File: config.mk
export PLATFORM = sky130hd
export DESIGN_NAME = kme_encoder
export DESIGN_NICKNAME = d
export VERILOG_FILES = /design/src/kme_pkg.sv /design/src/kme_sync.sv /design/src/kme_encoder.sv
export SDC_FILE = /design/constraint.sdc
export NUM_CORES = 1
export LEC_CHECK = 0
export BUFFER_PORTS_ARGS = -buffer_cell sky130_fd_sc_hd__buf_2
export CORE_MARGIN = 3
export CORE_UTILIZATION = 55
export CTS_CLUSTER_DIAMETER = 150
export DETAILED_ROUTE_END_ITERATION = 10
export PLACE_DENSITY = 0.91
export SLEW_MARGIN = 25
export SYNTH_ARGS = -nofsm -noshare
export SYNTH_HDL_FRONTEND = slang
export SYNTH_HIERARCHICAL = 1
export SYNTH_SLANG_ARGS = --single-unit
File: constraint.sdc
create_clock -name sys_clk -period 4.5 [get_ports sys_clk]
set_input_delay 0.9 -clock sys_clk [delete_from_list [all_inputs] [get_ports sys_clk]]
set_output_delay 0.9 -clock sys_clk [all_outputs]
set_load 0.01 [all_outputs]
File: src/kme_pkg.sv
package kme_pkg;

  // key classes presented by the key matrix scanner
  typedef enum logic [2:0] {
    KME_KEY_LETTER,
    KME_KEY_DIGIT,
    KME_KEY_SYMBOL,
    KME_KEY_MODE,
    KME_KEY_FUNC
  } kme_key_class_t;

  // mode key identifiers carried in the key index when class is mode
  localparam logic [5:0] KME_MODE_CONTROL   = 6'h00;
  localparam logic [5:0] KME_MODE_SHIFT     = 6'h01;
  localparam logic [5:0] KME_MODE_UPPER     = 6'h02;
  localparam logic [5:0] KME_MODE_ALTERNATE = 6'h03;
  localparam logic [5:0] KME_MODE_KEYPAD    = 6'h04;
  localparam logic [5:0] KME_MODE_CLACKER   = 6'h05;

  // character code anchors
  localparam logic [7:0] KME_CODE_LOWER_A = 8'h61;
  localparam logic [7:0] KME_CODE_UPPER_A = 8'h41;
  localparam logic [7:0] KME_CODE_CTRL_A  = 8'h01;
  localparam logic [7:0] KME_CODE_DIGIT_0 = 8'h30;
  localparam logic [5:0] KME_LETTER_LAST  = 6'h19;
  localparam logic [5:0] KME_DIGIT_LAST   = 6'h09;

  // reset values of the latching toggles
  localparam logic KME_RST_UPPER   = 1'b0;
  localparam logic KME_RST_KEYPAD  = 1'b0;
  localparam logic KME_RST_CLACKER = 1'b0;

  // click length in cycles
  localparam int unsigned KME_CLICK_CYCLES = 16;

  // key event from the scanner
  typedef struct packed {
    logic           press;
    kme_key_class_t kclass;
    logic [5:0]     index;
    logic [7:0]     plain_code;
    logic [7:0]     shift_code;
  } kme_key_t;

  // encoded character toward the host
  typedef struct packed {
    logic       valid;
    logic [7:0] code;
    logic       alt_code;
  } kme_char_t;

endpackage : kme_pkg

File: src/kme_sync.sv
`timescale 1ns/1ps
`default_nettype none

// two-stage synchroniser for a vector of pin levels
module kme_sync #(
  parameter int unsigned WIDTH = 1
) (
  input  wire logic             sys_clk,
  input  wire logic             rst,
  input  wire logic [WIDTH-1:0] din,
  output logic      [WIDTH-1:0] dout
);

  logic [WIDTH-1:0] meta_q;

  // first stage is read only by the second
  always_ff @(posedge sys_clk) begin
    if (rst) begin
      meta_q <= '0;
      dout   <= '0;
    end else begin
      meta_q <= din;
      dout   <= meta_q;
    end
  end

endmodule // kme_sync

`default_nettype wire

File: src/kme_encoder.sv
// Behaviour
// control plus letter gives codes 01 to 1A
// shift gives shifted characters and alternate codes
// uppercase latch toggles; uppercase letters, digits unchanged
// keypad toggle latched selects hex, else edit
// clacker toggle released clicks on each press
// no modifier active means normal mode
// normal letters give lowercase codes
// normal digits give their own digit code
// symbols follow shift for dual legends
// alternate modifier changes no code
// control beats shift and uppercase on letters
`timescale 1ns/1ps
`default_nettype none

module kme_encoder #(
  parameter int unsigned CLICK_CYCLES = kme_pkg::KME_CLICK_CYCLES
) (
  input  wire logic              sys_clk,
  input  wire logic              rst,
  input  wire logic              control_held,
  input  wire logic              shift_held,
  input  wire logic              alternate_modifier,
  input  wire kme_pkg::kme_key_t key_in,
  output kme_pkg::kme_char_t     char_out,
  output logic                   uppercase_latch,
  output logic                   keypad_hex_mode,
  output logic                   clacker_up,
  output logic                   click
);

  // modifiers arrive from switches, so synchronise them
  logic [2:0] mod_s;
  logic       ctrl_s;
  logic       shift_s;

  kme_sync #(.WIDTH(3)) u_mod_sync (
    .sys_clk (sys_clk),
    .rst     (rst),
    .din     ({control_held, shift_held, alternate_modifier}),
    .dout    (mod_s)
  );

  assign ctrl_s  = mod_s[2];
  assign shift_s = mod_s[1];
  // mod_s[0] is the alternate key: synchronised but unused in any code path

  localparam int unsigned CNT_W = $clog2(CLICK_CYCLES + 1);

  logic             upper_q;
  logic             keypad_q;
  logic             clacker_q;
  logic [CNT_W-1:0] click_cnt_q;
  logic             is_press;
  logic             mode_press;
  logic             upper_hit;
  logic             keypad_hit;
  logic             clacker_hit;
  logic             letter_hit;
  logic             digit_hit;
  logic             symbol_hit;
  logic             func_hit;
  logic             valid_q;
  logic [7:0]       code_q;
  logic             alt_q;

  // a press of one key class; every accept path starts from this test
  function automatic logic class_press(input kme_pkg::kme_key_t       k,
                                       input kme_pkg::kme_key_class_t c);
    class_press = k.press && (k.kclass == c);
  endfunction

  assign is_press   = key_in.press;
  assign mode_press = class_press(key_in, kme_pkg::KME_KEY_MODE);

  // one strobe per latching key so each latch sees a plain enable
  assign upper_hit   = mode_press && (key_in.index == kme_pkg::KME_MODE_UPPER);
  assign keypad_hit  = mode_press && (key_in.index == kme_pkg::KME_MODE_KEYPAD);
  assign clacker_hit = mode_press && (key_in.index == kme_pkg::KME_MODE_CLACKER);

  // accepted presses; a letter index past Z is refused rather than wrapped
  assign letter_hit = class_press(key_in, kme_pkg::KME_KEY_LETTER)
                   && (key_in.index <= kme_pkg::KME_LETTER_LAST);
  assign digit_hit  = class_press(key_in, kme_pkg::KME_KEY_DIGIT);
  assign symbol_hit = class_press(key_in, kme_pkg::KME_KEY_SYMBOL);
  assign func_hit   = class_press(key_in, kme_pkg::KME_KEY_FUNC);

  // letter code selection; control checked first
  function automatic logic [7:0] letter_code(input logic [5:0] idx,
                                             input logic       ctrl,
                                             input logic       upper);
    logic [7:0] off;
    off = {2'b00, idx};
    if (ctrl)
      letter_code = kme_pkg::KME_CODE_CTRL_A + off;
    else if (upper)
      letter_code = kme_pkg::KME_CODE_UPPER_A + off;
    else
      letter_code = kme_pkg::KME_CODE_LOWER_A + off;
  endfunction

  // uppercase latch leaves digits alone, only shift alters them
  function automatic logic [7:0] digit_code(input kme_pkg::kme_key_t k,
                                            input logic              shift);
    if (shift)
      digit_code = k.shift_code;
    else if (k.index <= kme_pkg::KME_DIGIT_LAST)
      digit_code = kme_pkg::KME_CODE_DIGIT_0 + {2'b00, k.index};
    else
      digit_code = k.plain_code;
  endfunction

  // dual-legend keys: shift chooses between the two table entries
  function automatic logic [7:0] pick_code(input logic [7:0] plain,
                                           input logic [7:0] shifted,
                                           input logic       shift);
    pick_code = shift ? shifted : plain;
  endfunction

  // uppercase latch flips on each press, whatever else is held
  always_ff @(posedge sys_clk) begin
    if (rst) begin
      upper_q <= kme_pkg::KME_RST_UPPER;
    end else if (upper_hit) begin
      upper_q <= ~upper_q;
    end
  end

  // keypad toggle: set means hex keypad, clear means edit keypad
  always_ff @(posedge sys_clk) begin
    if (rst) begin
      keypad_q <= kme_pkg::KME_RST_KEYPAD;
    end else if (keypad_hit) begin
      keypad_q <= ~keypad_q;
    end
  end

  // clacker toggle: clear means released, so clicks are on
  always_ff @(posedge sys_clk) begin
    if (rst) begin
      clacker_q <= kme_pkg::KME_RST_CLACKER;
    end else if (clacker_hit) begin
      clacker_q <= ~clacker_q;
    end
  end

  // valid is high the cycle after each cycle of an accepted press; mode keys and refused letters give none
  always_ff @(posedge sys_clk) begin
    if (rst) begin
      valid_q <= 1'b0;
    end else begin
      valid_q <= letter_hit || digit_hit || symbol_hit || func_hit;
    end
  end

  // code holds until the next accepted press; alternate modifier not consulted
  always_ff @(posedge sys_clk) begin
    if (rst) begin
      code_q <= '0;
    end else if (letter_hit) begin
      code_q <= letter_code(key_in.index, ctrl_s, shift_s | upper_q);
    end else if (digit_hit) begin
      code_q <= digit_code(key_in, shift_s);
    end else if (symbol_hit) begin
      code_q <= pick_code(key_in.plain_code, key_in.shift_code, shift_s);
    end else if (func_hit) begin
      // function tables live outside; the alternate set is flagged instead
      code_q <= pick_code(key_in.plain_code, key_in.shift_code, shift_s);
    end
  end

  // alternate-set flag rides only with a function key press
  always_ff @(posedge sys_clk) begin
    if (rst) begin
      alt_q <= 1'b0;
    end else begin
      alt_q <= func_hit && shift_s;
    end
  end

  // flops go straight onto the output, no logic in between
  assign char_out = '{valid: valid_q, code: code_q, alt_code: alt_q};

  // click pulse, any key press while the clacker is released
  always_ff @(posedge sys_clk) begin
    if (rst) begin
      click_cnt_q <= '0;
      click       <= 1'b0;
    end else if (is_press && !clacker_q) begin
      click_cnt_q <= CNT_W'(CLICK_CYCLES - 1);
      click       <= 1'b1;
    end else if (click_cnt_q != '0) begin
      click_cnt_q <= click_cnt_q - CNT_W'(1);
      click       <= 1'b1;
    end else begin
      click <= 1'b0;
    end
  end

  // status outputs trail their latches by a cycle so they come from flops
  always_ff @(posedge sys_clk) begin
    if (rst) begin
      uppercase_latch <= kme_pkg::KME_RST_UPPER;
    end else begin
      uppercase_latch <= upper_q;
    end
  end

  // keypad mode out, high for hex
  always_ff @(posedge sys_clk) begin
    if (rst) begin
      keypad_hex_mode <= kme_pkg::KME_RST_KEYPAD;
    end else begin
      keypad_hex_mode <= keypad_q;
    end
  end

  // clacker_up is high while the clacker is released
  always_ff @(posedge sys_clk) begin
    if (rst) begin
      clacker_up <= ~kme_pkg::KME_RST_CLACKER;
    end else begin
      clacker_up <= ~clacker_q;
    end
  end

endmodule // kme_encoder

`default_nettype wire

* Word-level counts from Yosys, hierarchy flattened
Cells that the tools add are included.
** Word-level totals
- Bits in registers :: 28
- Bits of input ports :: 31
- Output and inout bits :: 14
** Operators by class
- Eq/ne operators :: 7
- Multiplexer cells :: 13
- Bitwise logic cells :: 4
- Reduce and logical (&&, ||, !) cells :: 20
- Magnitude comparators :: 2
- Add/sub/neg operators :: 5
** Operators with widths (number)
- two-way mux 8 bit :: 9
- adder 7 x 6 -> 8 bit (first input constant) :: 2
- equality test 6 x 3 -> 1 bit (second input constant) :: 2
- logical AND 1 bit :: 11
- two-way mux 4 bit :: 2
- adder 1 x 6 -> 7 bit (first input constant) :: 1
- adder 6 x 6 -> 7 bit (first input constant) :: 1
- equality test 3 x 2 -> 1 bit (second input constant) :: 2
- equality test 6 x 2 -> 1 bit (second input constant) :: 1
- less-or-equal comparator 6 x 4 -> 1 bit (second input constant) :: 1
- less-or-equal comparator 6 x 5 -> 1 bit (second input constant) :: 1
- nonzero test 5 bit :: 1
- subtractor 5 x 1 -> 5 bit (second input constant) :: 1
- nonzero test 4 bit :: 1
- equality test 3 x 1 -> 1 bit (second input constant) :: 1
- equality test 3 bit (second input constant) :: 1
- logical NOT 3 bit :: 1
- logical OR 1 bit :: 3
- inverter 1 bit :: 3
- two-way mux 1 bit :: 2
- nonzero test 2 bit :: 1
- OR reduction 2 bit :: 1
- logical NOT 1 bit :: 1
- OR 1 bit :: 1

* Longest topological paths before layout
Gate-level depths: netlist of the first run.
- Word-level depth :: 6
- Gate-level depth with buffers :: 9
- Gate-level depth less buffers :: 7

* Modules after synthesis
The synthesis of the first run kept the hierarchy.
** Modules (own cells, without submodules)
- kme_encoder :: times used 1, area each 1425.1 µm², cells each 158, sequential area each 440.4 µm²
- kme_sync :: times used 1, area each 157.7 µm², cells each 12, sequential area each 120.1 µm²

* Least setup slack after synthesis of the first run
Ideal clock, no wire load.
- Path kind :: input -> register
- From :: input port key_in[16] (netlist name)
- To :: register code_q[3]
- Buffers on the path :: 0
- Data arrival time :: 2315 ps
- Data required time :: 4397 ps
- Cell stages on the path :: 7
- Setup slack :: 2082 ps
- Library setup time :: 103 ps
- Cells stage by stage :: inv_1 ha_1 o21bai_4 a211oi_4 nor2_1 o31a_1 a2111oi_2
** Between the ends
- Word-level cells in the longest chain between the ends :: 5
** Ends and longest elaborated chain
- from (decl) :: RTL line kme_encoder.sv:24 : input wire kme_pkg::kme_key_t key_in,
- adder 6 x 6 -> 7 bit / less-or-equal comparator 6 x 4 -> 1 bit (equally long branches) :: RTL line kme_encoder.sv:108, kme_encoder.sv:107
- two-way mux 8 bit :: RTL line kme_encoder.sv:107 : else if (k.index <= kme_pkg::KME_DIGIT_LAST)
- two-way mux 8 bit :: RTL line kme_encoder.sv:105 : if (shift)
- two-way mux 8 bit :: RTL line kme_encoder.sv:162 : end else if (digit_hit) begin
- two-way mux 8 bit :: RTL line kme_encoder.sv:160 : end else if (letter_hit) begin
- to (signal assigned) :: RTL line kme_encoder.sv:161 : code_q <= letter_code(key_in.index, ctrl_s, shift_s | upper_q);
- to (signal assigned) :: RTL line kme_encoder.sv:163 : code_q <= digit_code(key_in, shift_s);
- to (signal assigned) :: RTL line kme_encoder.sv:165 : code_q <= pick_code(key_in.plain_code, key_in.shift_code, shift_s);
- to (decl) :: RTL line kme_encoder.sv:64 : logic [7:0] code_q;
Parallel ways exist; a longest one is shown, timed or not.
A chain may end at the register's enable or synchronous reset.

* Worst setup path in the final report of the first run
- From :: input port key_in[17] (netlist name)
- To :: register code_q[4]
Same word-level chain as after synthesis.

==> results.tsv, run 1 <==
metric	value	unit
Via density	5.64	
drt first pass iters	5	
Hold Buf Count CTS	0	
die area	3450	um2
routed wire length	3.14	mm
fin crit share	56.2	%
final worst path period need	2530	ps
Ant. Diodes	0	
Slew @ Worst Pin	791	ps
largest net degree at the start of global routing	27	
reg2reg start	u_mod_sync/dout[1]$_SDFF_PP0_	
outcome	finished clean	
Max VDD drop	272	uV
Rows	18	
RSZ-0062 raised after global routing	false	
crit end category	register	
DRC viols	0	
Final setup viols	0	
Critical-path top delay cell	a221oi_4	
crit-path leading delay family	compound AO/OA/AOI/OAI gates	
Final ANT Viol Nets	0	
Leak Pwr	0.760	nW
Clk Latency, worst-skew pair	320	ps
Final Non-Filler Cells	233	
Post-Syn Area	1530	um2
post-CTS sizing	0	
Net Count, Synth	207	
Initial DRC Count	22	
Synth Warn #	6	
Clock Skews	3.33	ps
clk sinks	26	
Max Cap Viol	0	
Total Routing Usage GR	18.8	%
Setup CP Type	in -> reg	
post-CTS setup buffers	0	
die height	58.7	um
core region area	2570	um2
Post-Syn Instances	166	
placed inst area	1720	um2
final slew viol count	0	
critical path, cell by cell	buf_2 > inv_1 > ha_1 > nand4b_1 > a221oi_4 > nor3_1 > a211o_1 > a21oi_1	
Relative slew margins	47.3	%
global-route wire length before repair	5.07	mm
TritonCTS Buffers	3	
crit-path max cell delay	750	ps
Starting Density	59.6	%
CTS tree	done	
critical path startpoint category	input port	
crit path max fanout	17	
final number of hold-violating endpoints	0	
placed cells	229	
CP bufs+invs	2	
design area	1760	um2
Max H-tree Level	1	
Peak Freq	0.395	GHz
Synth-to-Final Area Change	14.9	%
Placer Congestion	0.750	
I/O Pins	45	
DIE WIDTH	58.7	um
Wirelength per Cell	13.5	um
Clk pin slew, worst setup/hold paths	130	ps
I/O Buffers	43	
Final Net Count	245	
Root Buffer	clkbuf_4	
pwr dens	271	nW/um2
Worst Path Required	4770	ps
Syn Area/Cell	9.22	um2
Max clock buf depth	2	
fraction of layout cells with a size suffix above 1	27.6	%
HP Class	reg -> reg	
crit path from	key_in[17]	
Fillers	223	
vias in the first global route	1203	
Remaining Overflow, GRT	0	
Hold Path Origin	clacker_q$_SDFFE_PP0P_	
Setup TNS	0	ps
hpwl dp	2.38	mm
initial antenna violation count	0	
CP arrival	2800	ps
vias	1314	
state kept, by name, summed over array words and instances (netlist names), 2 cells and up:
signal             cells
click_cnt_q            5
u_mod_sync/meta_q      2
code_q                 8
u_mod_sync/dout        2
cell usage in the layout (no fill, tap or decap), types with 2 or more instances in the layout:
cell type	n
nand3b_1	2
o31ai_1	2
nand2b_1	3
nor3b_1	2
nor2_1	13
ha_1	10
clkbuf_4	3
xor2_1	5
o211ai_1	2
xnor2_1	5
nand2_1	7
nor2b_1	7
nor3_1	10
buf_2	43
dfxtp_1	26
o21ai_0	5
inv_1	8
nor4_1	2
nand3_1	4
a211oi_1	2
mux2i_1	6
a21oi_1	13
report_power, final:
group / switching (mW) / internal [mW]
clock: 0.0680 / 0.0496
sequential: 0.00938 / 0.244
combinational: 0.0574 / 0.0490
total: 0.135 / 0.342
cell type report:
type,instances,area (um2),area share [%]
Inverter,8,30.0,1.71
Sequential cell,26,520,29.6
Timing Repair Buffer,43,215,12.2
Tap cell,30,37.5,2.14
Multi-Input combinational cell,122,918,52.2
Clock buffer,4,36.3,2.06
through the flow:
stage          setup slack [ps]  hold slack (ps)  util [%]  power [mW]
2_1_floorplan              2080              390         -       0.329
3_3_place_gp               1710              400      67.1       0.361
3_5_place_dp               1650              413      67.1       0.364
4_1_cts                    1990              446      68.5       0.481
5_1_grt                    1800              467      68.5       0.501
6_report                   1970              448      68.5       0.477
worst paths after layout:
path	end	slack [ps]	cells after the start
min reg2reg	clacker_up$_SDFF_PP1_	450	1
max reg2reg	code_q[5]$_SDFFE_PP0P_	2580	5
max	code_q[4]$_SDFFE_PP0P_	1970	8
min	clacker_up$_SDFF_PP1_	450	1
per-layer routing:
metal / up-vias / part of all wire (%) / track usage [%]
met5: - / 0 / 0
li1: 662 / - / -
met4: 0 / 0.86 / 3.88
met1: 613 / 43 / 22.1
met3: 4 / 5.0 / 3.95
met2: 35 / 51 / 34.7
No activity file was read; power rests on OpenSTA's default activity.
==> run 2, diff against run 1 <==
--- a/config.mk
+++ b/config.mk
@@ -7,10 +7,10 @@
 export LEC_CHECK = 0
 export BUFFER_PORTS_ARGS = -buffer_cell sky130_fd_sc_hd__buf_2
 export CORE_MARGIN = 3
-export CORE_UTILIZATION = 55
+export CORE_UTILIZATION = 46
 export CTS_CLUSTER_DIAMETER = 150
 export DETAILED_ROUTE_END_ITERATION = 10
-export PLACE_DENSITY = 0.91
+export PLACE_DENSITY = 0.82
 export SLEW_MARGIN = 25
 export SYNTH_ARGS = -nofsm -noshare
 export SYNTH_HDL_FRONTEND = slang
==> constraint.sdc (replaced) <==
create_clock -name sys_clk -period 2.2 [get_ports sys_clk]
set_input_delay 0.44 -clock sys_clk [delete_from_list [all_inputs] [get_ports sys_clk]]
set_output_delay 0.44 -clock sys_clk [all_outputs]
set_load 0.01 [all_outputs]
==> run 2 against run 1 <==
Against the previous run: final cell count increased by 8.6%; flip-flop and latch count stayed put; first-iteration DRC count is 73% higher; core utilization fell by 8.9 points; largest cell class unchanged; highest routed layer unchanged.
==> results.tsv, run 2 (synthesis results as in run 1) <==
metric	value	unit
outcome	finished clean	
final worst path period need	1810	ps
met3 usage	3.57	%
Placer Congestion	0.862	
Remaining Overflow, GRT	0	
CP arrival	2030	ps
most frequent cells in the layout	buf_2, dfxtp_1, nor2_1, a21oi_1	
Max VDD drop	391	uV
Largest register FFs	8	
Max Cap Viol	0	
RSZ-0062 raised after global routing	false	
initial antenna violation count	0	
Clk pin slew, worst setup/hold paths	150	ps
pre-CTS WS	60.7	ps
CTS tree	done	
DRC viols	0	
die area	4050	um2
GRT met1 Usage	20.5	%
HP Class	in -> reg	
GR Layer Usage met2	29.3	%
Total Routing Usage GR	17.2	%
vias in the first global route	1348	
Initial DRC Count	38	
Final setup viols	0	
post-CTS sizing	0	
fraction of layout cells with a size suffix above 1	29.7	%
routed wire length	3.29	mm
Setup CP Type	in -> reg	
Leak Pwr	0.800	nW
final number of hold-violating endpoints	0	
design area	1850	um2
die height	63.7	um
I/O Pins	45	
hold path depth	2	
Root Buffer	clkbuf_4	
placed inst area	1800	um2
reg2reg start	click_cnt_q[0]$_SDFFE_PP0P_	
Wirelength per Cell	13.0	um
FF/Latch Area	520	um2
Clock Skews	13.8	ps
Final Net Count	251	
TritonCTS Buffers	3	
Clk Latency, worst-skew pair	320	ps
Relative slew margins	56.6	%
crit path max fanout	5	
I/O Buffers	43	
Rows	20	
Max clock buf depth	2	
vias	1322	
grt peak-use layer	met2	
Final ANT Viol Nets	0	
final slew viol count	0	
Ant. Diodes	0	
Worst Path Required	2420	ps
crit end category	register	
Fillers	300	
core region area	3100	um2
clk sinks	26	
global-route wire length before repair	5.71	mm
Slew @ Worst Pin	650	ps
placed cells	249	
Top reg by flops	code_q	
final setup margin	389	ps
Starting Density	49.3	%
Via density	5.23	
Multi-input gate area	918	um2
Hold Path Origin	key_in[22]	
critical path startpoint category	input port	
fin crit share	82.3	%
DIE WIDTH	63.7	um
Setup TNS	0	ps
Hold Buf Count CTS	0	
crit path from	key_in[17]	
Peak Freq	0.552	GHz
largest net degree at the start of global routing	27	
Final Non-Filler Cells	253	
top flop regs	code_q: 8 flops, click_cnt_q: 5 flops	
drt first pass iters	4	
hpwl dp	2.49	mm
pwr dens	580	nW/um2
Reg2Reg Depth	6	
Max H-tree Level	1	
post-CTS setup buffers	0	
Synth-to-Final Area Change	20.9	%
commonest non-fill, non-tap cell in the layout	buf_2	
run 2: stage by stage:
step | util [%] | hold slack [ps] | total power [mW]
after global placement | 57.9 | 402 | 0.748
after detailed placement | 57.9 | 407 | 0.753
after CTS | 59.6 | 307 | 1.08
final | 59.6 | 316 | 1.07
after floorplan | - | 390 | 0.674
after global routing | 59.6 | 312 | 1.13
run 2: critical path, stage by stage:
cell       delay (ps)
buf_2             130
inv_1              90
ha_1              240
o21bai_4          100
a211oi_4          350
nor2_1             70
o31a_1            290
a2111oi_2         330
run 2: worst paths after layout:
| kind | endpoint | slack, ps |
|---|---|---|
| hold / removal | alt_q$_SDFF_PP0_ | 320 |
| setup / recovery | code_q[3]$_SDFFE_PP0P_ | 390 |
| setup reg to reg | click_cnt_q[1]$_SDFFE_PP0P_ | 620 |
| hold reg to reg | clacker_up$_SDFF_PP1_ | 440 |
run 2: cell type report:
| type | instances | share of cell area [%] |
|---|---|---|
| well taps | 44 | 2.98 |
| clock buffers | 3 | 1.22 |
| flip-flops and latches | 26 | 28.1 |
| multi-input cells | 122 | 49.7 |
| repair buffers | 49 | 14.7 |
| clock inverters | 1 | 1.62 |
| inverters | 8 | 1.62 |
run 2: where the power goes:
group | internal (mW) | switching [mW]
Combinational | 0.106 | 0.122
Clock | 0.184 | 0.146
Sequential | 0.499 | 0.0159
Total | 0.789 | 0.284
run 2: layer usage:
metal / wire length (um) / part of all wire [%]
met1: 1390 / 42
met2: 1590 / 48
met3: 244 / 7.4
met4: 65 / 2.0
met5: 0 / 0
==> run 3, diff against run 2 <==
==> constraint.sdc (replaced) <==
create_clock -name sys_clk -period 1.6 [get_ports sys_clk]
set_input_delay 0.32 -clock sys_clk [delete_from_list [all_inputs] [get_ports sys_clk]]
set_output_delay 0.32 -clock sys_clk [all_outputs]
set_load 0.01 [all_outputs]
==> run 3 against run 2 <==
Against the previous run: die area unchanged; sequential power up 37%; critical endpoint is now code_q[4]$_SDFFE_PP0P_; critical path depth down 1; register-to-register slack worse by 450 ps; highest routed layer unchanged.
==> results.tsv, run 3 (synthesis results as in run 1) <==
metric	value	unit
outcome	finished clean	
Max clock buf depth	2	
Top reg by flops	code_q	
Remaining Overflow, GRT	0	
length of routed wiring on met1	1.65	mm
TritonCTS Buffers	3	
Ant. Diodes	0	
core region area	3100	um2
Root Buffer	clkbuf_4	
Clk Latency, worst-skew pair	320	ps
placed cells	275	
Rows	20	
crit path max fanout	4	
vias in the first global route	1323	
DIE WIDTH	63.7	um
Initial DRC Count	58	
Worst R2R End	code_q[5]$_SDFFE_PP0P_	
DR WL met3	176	um
highest metal used	met4	
Reg2Reg Depth	5	
largest net degree at the start of global routing	27	
vias	1413	
Slew @ Worst Pin	506	ps
die area	4050	um2
most frequent cells in the layout	buf_2, buf_4, dfxtp_1, a21oi_1, nor2_1	
I/O Pins	45	
final slew viol count	0	
Peak Freq	0.645	GHz
PnR Total Power	1.37	mW
Max Cap Viol	0	
routed wire length	3.62	mm
crit path from	key_in[23]	
pwr dens	652	nW/um2
met2 WL	1.77	mm
Synth-to-Final Area Change	37.4	%
CTS tree	done	
Total Routing Usage GR	18.8	%
Final ANT Viol Nets	0	
final worst path period need	1550	ps
CP arrival	1810	ps
top flop regs	code_q: 8 flops, click_cnt_q: 5 flops	
Setup CP Type	in -> reg	
Final setup viols	0	
HP Class	in -> reg	
drt first pass iters	4	
critical path startpoint category	input port	
Clock Skews	5.00	ps
Starting Density	49.3	%
Via density	5.03	
Worst Path Required	1860	ps
crit path to	code_q[4]$_SDFFE_PP0P_	
final number of hold-violating endpoints	0	
fin crit share	96.9	%
Max VDD drop	413	uV
Final Net Count	280	
Max H-tree Level	1	
global-route wire length before repair	6.08	mm
RSZ-0062 raised after global routing	true	
initial antenna violation count	0	
die height	63.7	um
I/O Buffers	43	
clk sinks	26	
r2r setup slk	170	ps
Wirelength per Cell	12.9	um
hpwl dp	2.86	mm
Final Non-Filler Cells	281	
Leak Pwr	0.932	nW
DRC viols	0	
Clk pin slew, worst setup/hold paths	130	ps
Relative slew margins	66.3	%
Placer Congestion	0.791	
commonest non-fill, non-tap cell in the layout	buf_2	
reg2reg start	upper_q$_SDFFE_PP0P_	
Largest register FFs	8	
crit end category	register	
fraction of layout cells with a size suffix above 1	42.6	%
[run 3: changes by cell type in the layout (fill, tap and decap cells not counted), moves of 2 or more]
| cell | delta |
|---|---|
| ha_1 | -4 |
| buf_4 | +30 |
| clkbuf_4 | +2 |
| ha_4 | +3 |
| inv_1 | -4 |
| buf_2 | -2 |
[run 3: worst max-delay path, cell delays in order]
cell and delay (ps):
buf_2 110, or4b_4 550, a221oi_4 260, buf_4 160
nor3_1 40, a211o_1 260, a21oi_1 100
[run 3: layout make-up]
| class | instances | area (um2) |
|---|---|---|
| sequential | 26 | 524 |
| multi-input combinational | 122 | 965 |
| tap | 44 | 55.1 |
| fill | 276 | 1000 |
| timing repair buffer | 78 | 483 |
| clock buffer | 3 | 22.5 |
| inverter | 8 | 52.6 |
[run 3: metrics by stage]
stage / area [um2] / setup TNS [ps] / setup slack (ps) / util (%) / hold slack, ps
finish: 2100 / 0 / 49.6 / 67.7 / 210
global route: 2100 / -0.782 / -0.782 / 67.7 / 187
CTS: 2070 / 0 / 21.7 / 66.6 / 201
detailed placement: 2040 / -2600 / -325 / 65.8 / 425
global placement: 2040 / -2220 / -265 / 65.8 / 406
floorplan: 1600 / -439 / -82.8 / - / 390
[run 3: layer usage]
| metal | vias up | global-route usage (%) |
|---|---|---|
| met3 | 4 | 2.67 |
| met4 | 0 | 4.58 |
| li1 | 735 | - |
| met5 | - | 0 |
| met2 | 35 | 33.4 |
| met1 | 639 | 23.8 |
[run 3: worst min path at each step]
stage / from / endpoint / cells after the start
global placement: clacker_q$_SDFFE_PP0P_ / clacker_up$_SDFF_PP1_ / 1
floorplan: clacker_q$_SDFFE_PP0P_ / clacker_up$_SDFF_PP1_ / 1
finish: shift_held / u_mod_sync/meta_q[1]$_SDFF_PP0_ / 2
detailed placement: clacker_q$_SDFFE_PP0P_ / clacker_up$_SDFF_PP1_ / 1
global route: shift_held / u_mod_sync/meta_q[1]$_SDFF_PP0_ / 2
CTS: shift_held / u_mod_sync/meta_q[1]$_SDFF_PP0_ / 2
[run 3: power by group]
group / internal [mW] / total (mW) / switching (mW)
sequential: 0.684 / 0.706 / 0.0220
clock: 0.0882 / 0.277 / 0.189
combinational: 0.197 / 0.387 / 0.190
[run 3: what timing repair did]
action | 4_1_cts | 5_1_grt
endpoints found under the setup margin | 0 | 5
setup buffers | 0 | 3
resized for setup | 0 | 7
hold buffers | 0 | 0
